`src/hdl/serial_io_pkg.sv`:
```
/*
 package for the multi-bit serial i/o transfer sequencer: widths, field
 positions and counts shared by the sequencer and its bit selector.
 assumes nothing of its surroundings.
*/
package serial_io_pkg;
   localparam int WORD_W = 16;
   localparam int ADDR_W = 11;
   localparam int CNT_W = 4;
   localparam int CNT_BITS_W = 5;
   // base pointer bits 4..14 (bit 0 msb) are word bits 11..1 (lsb 0)
   localparam int BASE_LO = 1;
   localparam int BASE_HI = 11;
   localparam logic [CNT_W-1:0] CNT_ALL = 4'h0;
   localparam logic [CNT_BITS_W-1:0] FULL_BITS = 5'h10;
   localparam logic [CNT_BITS_W-1:0] BYTE_BITS = 5'h08;
   // first bit of a byte transfer, counted from the lsb end
   localparam logic [3:0] BYTE_START = 4'h8;
   localparam logic [3:0] WORD_START = 4'h0;
endpackage

```
`src/hdl/multibit_serial_io_transfer.sv`:
```
/*
 sequencer for multi-bit transfers on a bit-addressed serial i/o bus.
 a load shifts bits of a word out to successive bit addresses; a store
 gathers bits from successive addresses into a word.
 assumes the i/o device answers combinationally on serial_input_line
 (synchronised here) and captures serial_output_line on the strobe.
*/
`timescale 1ns/10ps
module multibit_serial_io_transfer
   import serial_io_pkg::*;
#(
   parameter int SAMPLE_WAIT = 2
)
(
   input wire logic clk,
   input wire logic nrst,
   input wire logic start,
   input wire logic store_op,
   input wire logic [CNT_W-1:0] count,
   input wire logic [WORD_W-1:0] base_pointer_register,
   input wire logic [WORD_W-1:0] data_in,
   input wire logic serial_input_line,
   output logic busy,
   output logic done,
   output logic [WORD_W-1:0] data_out,
   output logic [ADDR_W-1:0] bit_address,
   output logic serial_output_line,
   output logic output_bit_strobe
);
   import serial_io_pkg::*;

   typedef enum logic [1:0] {idle, load_bit, store_wait, finish} state_e;

   // refuse wait counts the synchroniser or wait_cnt cannot serve
   if (SAMPLE_WAIT < 2 || SAMPLE_WAIT > 7) begin : g_bad_wait
      $error("SAMPLE_WAIT must cover the two-stage synchroniser");
   end

   state_e state;
   logic [3:0] step;
   logic [2:0] wait_cnt;
   logic [CNT_BITS_W-1:0] nbits;
   logic byte_mode;
   logic [WORD_W-1:0] src;
   logic [WORD_W-1:0] old_word;
   logic [WORD_W-1:0] shifted;
   logic in_meta;
   logic in_sync;
   logic [3:0] pos;
   logic [WORD_W-1:0] result;
   logic last_bit;
   logic store_op_q;

   // word bit for the step, and zero-filled store result
   bit_place u_place (
      .byte_mode(byte_mode),
      .step(step),
      .nbits(nbits),
      .shifted(shifted),
      .old_word(old_word),
      .pos(pos),
      .result(result)
   );

   assign last_bit = ({1'b0, step} == nbits - 5'h01);
   assign busy = (state != idle);

   // two-flop synchroniser on the serial input pin
   always_ff @(posedge clk or negedge nrst) begin
      if (!nrst) begin
         in_meta <= 1'b0;
         in_sync <= 1'b0;
      end else begin
         in_meta <= serial_input_line;
         in_sync <= in_meta;
      end
   end

   // sequencer state and step counter
   always_ff @(posedge clk or negedge nrst) begin
      if (!nrst) begin
         state <= idle;
         step <= 4'h0;
         wait_cnt <= 3'h0;
      end else begin
         case (state)
            idle: begin
               step <= 4'h0;
               wait_cnt <= 3'h0;
               if (start) begin
                  state <= store_op ? store_wait : load_bit;
               end
            end
            load_bit: begin
               if (last_bit) begin
                  state <= finish;
               end
               step <= step + 4'h1;
            end
            store_wait: begin
               if (wait_cnt == 3'(SAMPLE_WAIT)) begin
                  wait_cnt <= 3'h0;
                  step <= step + 4'h1;
                  if (last_bit) begin
                     state <= finish;
                  end
               end else begin
                  wait_cnt <= wait_cnt + 3'h1;
               end
            end
            finish: begin
               state <= idle;
            end
            default: begin
               state <= idle;
            end
         endcase
      end
   end

   // latch transfer parameters at start
   always_ff @(posedge clk or negedge nrst) begin
      if (!nrst) begin
         nbits <= FULL_BITS;
         byte_mode <= 1'b0;
         src <= 16'h0000;
         old_word <= 16'h0000;
      end else if (state == idle && start) begin
         nbits <= (count == CNT_ALL) ? FULL_BITS : {1'b0, count};
         byte_mode <= (count != CNT_ALL) && ({1'b0, count} <= BYTE_BITS);
         // lsb-0 internally; msb-0 bit 15 is index 0
         src <= data_in;
         old_word <= data_in;
      end
   end

   // bit address: pointer bits 4..14, incremented per bit
   always_ff @(posedge clk or negedge nrst) begin
      if (!nrst) begin
         bit_address <= 11'h000;
      end else if (state == idle && start) begin
         bit_address <= base_pointer_register[BASE_HI:BASE_LO];
      end else if (state == load_bit) begin
         // step after first
         // the address moves with the strobe, so the first bit sent
         // still meets the base address at the far side
         if (step != 4'h0) begin
            bit_address <= bit_address + 11'h001;
         end
      end else if (state == store_wait &&
                   wait_cnt == 3'(SAMPLE_WAIT)) begin
         if (!last_bit) begin
            bit_address <= bit_address + 11'h001;
         end
      end
   end

   // load output: data and strobe per bit
   always_ff @(posedge clk or negedge nrst) begin
      if (!nrst) begin
         serial_output_line <= 1'b0;
         output_bit_strobe <= 1'b0;
      end else if (state == load_bit) begin
         serial_output_line <= src[pos];
         output_bit_strobe <= 1'b1;
      end else begin
         output_bit_strobe <= 1'b0;
      end
   end

   // gather store bits, first into lowest position
   always_ff @(posedge clk or negedge nrst) begin
      if (!nrst) begin
         shifted <= 16'h0000;
      end else if (state == idle) begin
         shifted <= 16'h0000;
      end else if (state == store_wait &&
                   wait_cnt == 3'(SAMPLE_WAIT)) begin
         shifted[step] <= in_sync;
      end
   end

   // result word and completion pulse
   always_ff @(posedge clk or negedge nrst) begin
      if (!nrst) begin
         data_out <= 16'h0000;
         done <= 1'b0;
      end else if (state == finish) begin
         done <= 1'b1;
         data_out <= store_op_q ? result : old_word;
      end else begin
         done <= 1'b0;
      end
   end

   // remember the operation kind for the result mux
   always_ff @(posedge clk or negedge nrst) begin
      if (!nrst) begin
         store_op_q <= 1'b0;
      end else if (state == idle && start) begin
         store_op_q <= store_op;
      end
   end
endmodule

```
`src/hdl/bit_place.sv`:
```
/*
 bit selector: maps a transfer step to the word bit it touches, and
 builds the zero-filled store result from the gathered bits.
 assumes the step index stays below the decoded bit count.
*/
`timescale 1ns/10ps
module bit_place
   import serial_io_pkg::*;
(
   input wire logic byte_mode,
   input wire logic [3:0] step,
   input wire logic [CNT_BITS_W-1:0] nbits,
   input wire logic [WORD_W-1:0] shifted,
   input wire logic [WORD_W-1:0] old_word,
   output logic [3:0] pos,
   output logic [WORD_W-1:0] result
);
   import serial_io_pkg::*;

   // lsb-numbered index of the bit for this step
   // byte start bit
   always_comb begin
      pos = (byte_mode ? BYTE_START : WORD_START) + step;
   end

   // merge gathered bits, clearing unused upper bits
   // zero fill
   genvar i;
   generate
      for (i = 0; i < WORD_W; i++) begin : g_bit
         if (i < 8) begin : g_low
            // low byte (bits 8..15 in msb-0 order) kept on a byte store
            // low byte kept
            assign result[i] = byte_mode ? old_word[i] :
               ((i < nbits) ? shifted[i] : 1'b0);
         end else begin : g_high
            assign result[i] = byte_mode ?
               (((i - 8) < nbits) ? shifted[i - 8] : 1'b0) :
               ((i < nbits) ? shifted[i] : 1'b0);
         end
      end
   endgenerate
endmodule

```
`config.mk`:
```
export PLATFORM = sky130hd
export DESIGN_NAME = multibit_serial_io_transfer
export DESIGN_NICKNAME = d
export VERILOG_FILES = /design/src/hdl/serial_io_pkg.sv /design/src/hdl/multibit_serial_io_transfer.sv /design/src/hdl/bit_place.sv
export SDC_FILE = /design/constraint.sdc
export NUM_CORES = 1
export LEC_CHECK = 0
export BUFFER_PORTS_ARGS = -buffer_cell sky130_fd_sc_hd__buf_4
export CAP_MARGIN = 20
export CORE_AREA = 4 4 94 96
export CTS_CLUSTER_DIAMETER = 150
export DETAILED_ROUTE_END_ITERATION = 10
export DIE_AREA = 0 0 98 100
export GPL_TIMING_DRIVEN = 0
export HOLD_SLACK_MARGIN = 0.12
export PLACE_DENSITY = 0.83
export SLEW_MARGIN = 20
export SYNTH_ARGS = -nofsm -noshare
export SYNTH_HDL_FRONTEND = slang
export SYNTH_HIERARCHICAL = 1
export SYNTH_SLANG_ARGS = --single-unit
export TNS_END_PERCENT = 5
```
`constraint.sdc`:
```
create_clock -name clk -period 2.25 [get_ports clk]
set_input_delay 0.225 -clock clk [delete_from_list [all_inputs] [get_ports clk]]
set_output_delay 0.225 -clock clk [all_outputs]
set_load 0.05 [all_outputs]
```
Word-level counts from Yosys, hierarchy flattened
Cells that the tools add are included.
{"block": "classes", "add_sub_neg": 5, "reduce_logical": 16, "order_cmp": 20, "eq_ne": 9, "mux": 58}
{"op": "$mux 11", "count": 5}
{"op": "$mux 16", "count": 3}
{"op": "$lt 4x5->1 const A", "count": 8}
{"op": "$mux 1", "count": 36}
{"op": "$lt 3x5->1 const A", "count": 4}
{"op": "$bwmux 16", "count": 1}
{"op": "$pmux 4 s3", "count": 1}
{"op": "$add 11x1->11 const B", "count": 1}
{"op": "$lt 1x5->1 const A", "count": 2}
{"op": "$lt 2x5->1 const A", "count": 2}
{"op": "$lt 4x5->1 const B", "count": 2}
{"op": "$mux 2", "count": 4}
{"op": "$mux 4", "count": 2}
{"op": "$pmux 2 s4", "count": 1}
{"op": "$reduce_bool 4->1", "count": 2}
{"op": "$pmux 3 s2", "count": 1}
{"op": "$reduce_bool 2->1", "count": 3}
{"op": "$reduce_bool 3->1", "count": 2}
{"op": "$eq 4x5->1", "count": 1}
{"op": "$mux 5", "count": 1}
{"op": "$sub 5x1->5 const B", "count": 1}
{"op": "$add 4x1->4 const B", "count": 1}
{"op": "$add 4x4->4", "count": 1}
{"op": "$bmux 1 s4", "count": 1}
{"op": "16 further kinds", "count": 22}
{"block": "totals", "word_cells": 123, "inputBits": 41, "ff_bits": 80, "output_inout_bits": 31}

Depth between registers and ports, before layout
{"block": "logic_depth", "depth_word": 7, "ltp_mapped": 9, "mapped_depth_nobuf": 7}

Modules after synthesis
Netlist, hierarchy kept.
{"module": "multibit_serial_io_transfer", "area_per_inst_um2": 4127.7, "cells_each": 451, "n_inst": 1, "seq_area_each_um2": 2003.2}
{"module": "bit_place", "area_per_inst_um2": 372.9, "cells_each": 62, "n_inst": 1, "seq_area_each_um2": 0.0}

Worst setup path before layout
No wires, ideal clock.
{"block": "synth_timing", "path_type": "register to register", "from": "register state[0]", "to": "register state[1]", "setup_slack_ns": 0.296, "arrival_time_ns": 1.833, "period_less_slack_ns": 1.954, "required_ns": 2.129, "path_stages_with_launch": 8, "path_cell_list": "dfrtp_1 inv_1 ha_1 clkbuf_1 inv_1 o21ai_0 a21oi_1 o22a_1"}
{"block": "synth_via", "elab_chain_cells": 3, "word_cells_on_any_way": 8, "classes_between": "5 x eq/ne; 1 x mux; 2 x reduce/logical"}
{"element": "start, declared", "line": "multibit_serial_io_transfer.sv:39", "rtl": "state_e state;"}
{"element": "start signal, assigned", "line": "multibit_serial_io_transfer.sv:82", "rtl": "state <= idle;"}
{"element": "start signal, assigned", "line": "multibit_serial_io_transfer.sv:91", "rtl": "state <= store_op ? store_wait : load_bit;"}
{"element": "start signal, assigned", "line": "multibit_serial_io_transfer.sv:96", "rtl": "state <= finish;"}
{"element": "$eq 2x2->1 or $logic_not 2->1 (tied branches)", "line": "multibit_serial_io_transfer.sv:86", "rtl": "case (state)"}
{"element": "$ne 2x2->1 (no source line)"}
{"element": "$reduce_and 2->1 (no source line)"}
Parallel ways exist; a longest one is shown, timed or not.
A chain may end at the register's enable or synchronous reset.

Worst setup path after layout
{"block": "layout_timing", "from": "register step[0]", "to": "register serial_output_line"}
{"block": "layout_via", "elab_chain_cells": 3}
{"element": "start, declared", "line": "multibit_serial_io_transfer.sv:40", "rtl": "logic [3:0] step;"}
{"element": "start signal, assigned", "line": "multibit_serial_io_transfer.sv:98", "rtl": "step <= step + 4'h1;"}
{"element": "start signal, assigned", "line": "multibit_serial_io_transfer.sv:103", "rtl": "step <= step + 4'h1;"}
{"element": "$add 4x4->4", "line": "bit_place.sv:23", "rtl": "pos = (byte_mode ? BYTE_START : WORD_START) + step;"}
{"element": "net pos[0]", "line": "multibit_serial_io_transfer.sv:49", "rtl": "logic [3:0] pos;"}
{"element": "$bmux 1 s4", "line": "multibit_serial_io_transfer.sv:164", "rtl": "serial_output_line <= src[pos];"}
{"element": "$mux 1 (implied by the code)", "line": "multibit_serial_io_transfer.sv:164"}
{"element": "end signal, assigned", "line": "multibit_serial_io_transfer.sv:164"}
{"element": "end, declared", "line": "multibit_serial_io_transfer.sv:27", "rtl": "output logic serial_output_line,"}
The timed path passes the listed nets, and every way through them passes these cells. The select of a mux whose other input is x is not followed.

==> results <==
- The endpoint kind of the worst setup timing path is a register.
- During placement, the flow inserted port buffers numbering 66.
- The count of routing violations after the opening detailed-route iteration is 363.
- The power density over cell area is 1510 nW/um2.
- Synthesis produced a netlist whose cell count is 513.
- The number of endpoints with negative hold slack in the final report is 0.
- By area, the combinational part of the netlist is dominated by simple AND/OR/NAND/NOR gates.
- The routed wire length is 11900 um.
- The initial antenna violation count is 0.
- The worst setup path is of the register to register kind.
- In this run the clock root is driven by a clkbuf_8.
- The leftover overflow at the end of global routing is 0.
- Multiplexer cells account for 8.56% of the synthesized area.
- The min-delay analysis places its worst path in the category input pin to register.
- The largest net degree at the start of global routing is 81.
- During synthesis, Yosys emitted a total of 6 warnings.
- The average via count per standard cell is 5.74.
- The number of diodes is 0.
- In the final timing run, aggregate negative setup slack is 0 ns.
- The count of state elements after synthesis is 80.
- In the routed design, unresolved DRC markers number 0.
- Setup violations remaining at the end of the flow were counted as 0.
- After synthesis, the share of flip-flops with an asynchronous set or reset is 100%.
- At the end of the flow, the number of nets in the layout was 664.
- Of all nets on the critical path, the largest fanout is 7.
- The total die area is 9800 um2.
- CTS built an H-tree with a depth of 3.
- The number of buffers between clock root and the deepest sink is 2.
- The synthesized netlist devotes 1.36% of its cell area to XOR and XNOR gates.
- At the pin with the least slew margin, the transition time is 0.724 ns.
- The pre-antenna-repair detailed-routing pass consisted of 5 iterations.
- For this configuration, the core starts out at a cell density of 55.9%.
- The count of buffers added by post-CTS timing repair for setup is 0.
- Yosys mapped a number of flops with a built-in enable equal to 0.
- The y dimension of the die is 100 um.
- The maximum single-stage delay on the critical path is 0.57 ns.
- The clock net sink count is 80.
- The worst hold-check slack is 0.167 ns.
- The post-placement cell area is 5130 um2.
- The first-pass GRT wire length is 19700 um.
- The number of global-route vias before repair is 4109.
- The post-route standard cell area excluding fillers is 5590 um2.
- The routed wirelength normalized by instance count is 16.5 um.
- The category of the worst setup path launch point is a register.
- The total nets after synthesis is 564.
- The overall power is 8.43 mW.
- The total via count after detailed routing is 4150.
- The worst vdd rail ir drop is 0.932 mV.
- The initialized floorplan defines 33 standard-cell rows.
- The number of clock buffers added by TritonCTS is 9.
- The synthesized netlist devotes 21.5% of its cell area to simple gates.
- The summed instance area of the synthesized netlist is 4500 um2.
- The post-placement cell count is 684.
- Across every metal layer, demand over resource in global routing totals 25.0%.
- Walking the worst path, the cells encountered are buf_4 > mux4_1 > mux4_2 > mux2_4.
- The area growth from synthesis to layout is 24.2%.
- The multi-input combinational cell area is 2260 um2.
- Counting I/O delays and the setup requirement, the final critical path takes 2.15 ns.
- The share of the synthesized area in compound gates (AO/OA/AOI/OAI) is 15.6%.
- Yosys attributes the largest share of cell area to dfrtp_1, nand2_1, mux2i_1.
- The clock-pin slew of the registers on the worst-case setup and hold paths is 0.09 ns.
- The number of standard cells in the final layout excluding fillers is 723.
- In the synthesized netlist the dominant register cell turns out to be dfrtp_1.
- The most used standard cell by instance count after synthesis is nand2_1.
- The data arrival time at the worst-slack endpoint is 2.40 ns.
- For this design, the slowest cell found on the critical path is mux4_1.
- For the final database, setup skew stands at 0.00986 ns.
- For the worst setup path, the data required time is 2.50 ns.
- Once detail routing completed, the nets flagged for antenna violations numbered 0.
- The sum of net half-perimeters after detailed placement is 8310 um.
- The share of post-route cells with drive strength above 1 is 18.1%.
- The number of placed I/O pins is 72.
- Of the post-synthesis cell area, the dominant cell type holds 43.9%.
- Setup repair after global routing could not meet its margin everywhere.
- In the finished design, the share of the clock period the worst path needs comes to 95.6%.
- The number of library cell types mapped by synthesis is 58.
- The overall die width is 98 um.
- The logic depth of the worst register-to-register path is 4.
- The max-capacitance violation count is 0.
- The insertion delay of the later-clocked pin in the worst-skew pair is 0.37 ns.
- Of the total synthesized cell area, the portion taken by full adders, half adders and majority gates is 3.00%.
- The worst hold path stage count is 3.
- The proportion of synthesized chip area in sequential cells is 44.5%.
- The maximum frequency from static timing analysis is 465 MHz.
- TritonCTS built the clock tree.
- After filler insertion, the fill cell instance count of the layout stands at 649.
- The synthesized area per cell is 8.77 um2.
- The cell taking the most area after synthesis is dfrtp_1.
- Registers take 2010 um2.
- The routability congestion estimate is 0.915.
- Counting instances in the post-synthesis netlist gives the leading cell types as nand2_1, dfrtp_1, a21oi_1.
- Summed over all cells, the static leakage comes to 2.59 nW.
- The count of final max-slew check failures is 0.
- The worst slew margin relative to its limit is 51.8%.
- The flow ran to the end, and the final reports show no timing, DRC or antenna violations.
- The area of the core is 8050 um2.
==> state kept, by name (all words and copies together) (netlist names) <==
| signal | flops |
|---|---|
| in_meta | 1 |
| byte_mode | 1 |
| done | 1 |
| data_out | 16 |
| nbits | 5 |
| bit_address | 11 |
| serial_output_line | 1 |
| in_sync | 1 |
| wait_cnt | 3 |
| shifted | 16 |
| state | 2 |
| output_bit_strobe | 1 |
| store_op_q | 1 |
| old_word | 16 |
| step | 4 |
==> worst paths after layout <==
| kind | start | slack, ns | to |
|---|---|---|---|
| max | step[0] | 0.1 | serial_output_line |
| min reg2reg | in_meta | 0.35 | in_sync |
| max in group asynchronous | nrst | 1.24 | nbits[0] |
| min in group asynchronous | nrst | 0.45 | shifted[6] |
| min | base_pointer_register[9] | 0.17 | bit_address[8] |
| max reg2reg | step[0] | 0.1 | serial_output_line |
==> area by class of cell <==
| cell class | count | area share (%) |
|---|---|---|
| buffer | 41 | 3.78 |
| timing repair buffer | 89 | 13.1 |
| sequential | 80 | 35.9 |
| tap | 105 | 2.35 |
| clock buffer | 10 | 2.46 |
| multi-input combinational | 381 | 40.5 |
| clock inverter | 6 | 1.21 |
| inverter | 11 | 0.739 |
==> kinds of logic (layout without fill, tap and decap cells) <==
group                      Yosys count  after routing
and+or+nand+nor                    217            217
AOI/OAI and AO/OA                  116            116
DFF                                 80             80
buffers and inverters               52            157
muxes                               30             30
adders and majority gates           11             11
xor gates and xnor gates             7              7
==> per-stage QoR <==
stage,utilization (%),setup slack (ns)
6_report,69.4,0.0989
5_1_grt,69.4,-0.0588
4_1_cts,69.1,0.0335
3_5_place_dp,63.7,0.0844
3_3_place_gp,63.7,0.0966
2_1_floorplan,-,0.296
==> routing by layer <==
layer	global-route usage [%]	wire length [um]	vias to the layer above
li1	-	-	1977
met2	42.3	5730	195
met5	0	0	-
met1	32.1	4990	1944
met3	5.63	886	34
met4	8.31	319	0
==> worst max-delay path: cells and delay by family (launching register included) <==
| kind | cells | cell delay [ns] |
|---|---|---|
| buffers and inverters | 1 | 0.20 |
| flip-flops | 1 | 0.49 |
| multiplexers | 3 | 1.35 |
==> placed cells by master, fill, tap and decap left out, drive strengths merged, types with 11 or more instances in the layout <==
cell type	count
a21oi	42
buf	84
clkbuf	33
dfrtp	79
dlygate4sd3	23
inv	11
mux2i	22
nand2	124
nand3	30
nor2	28
o21ai	36
==> report_power, final <==
| group | switching, mW | internal [mW] |
|---|---|---|
| clock network | 0.569 | 0.546 |
| logic | 3.00 | 1.71 |
| registers | 0.595 | 2.00 |
==> what timing repair did <==
item / 4_1_cts / 5_1_grt
endpoints found under the hold margin: 101 / 0
resized for setup: 0 / 10
hold buffers: 23 / 0
endpoints found under the setup margin: 0 / 35
(Power assumes the default switching activity.)
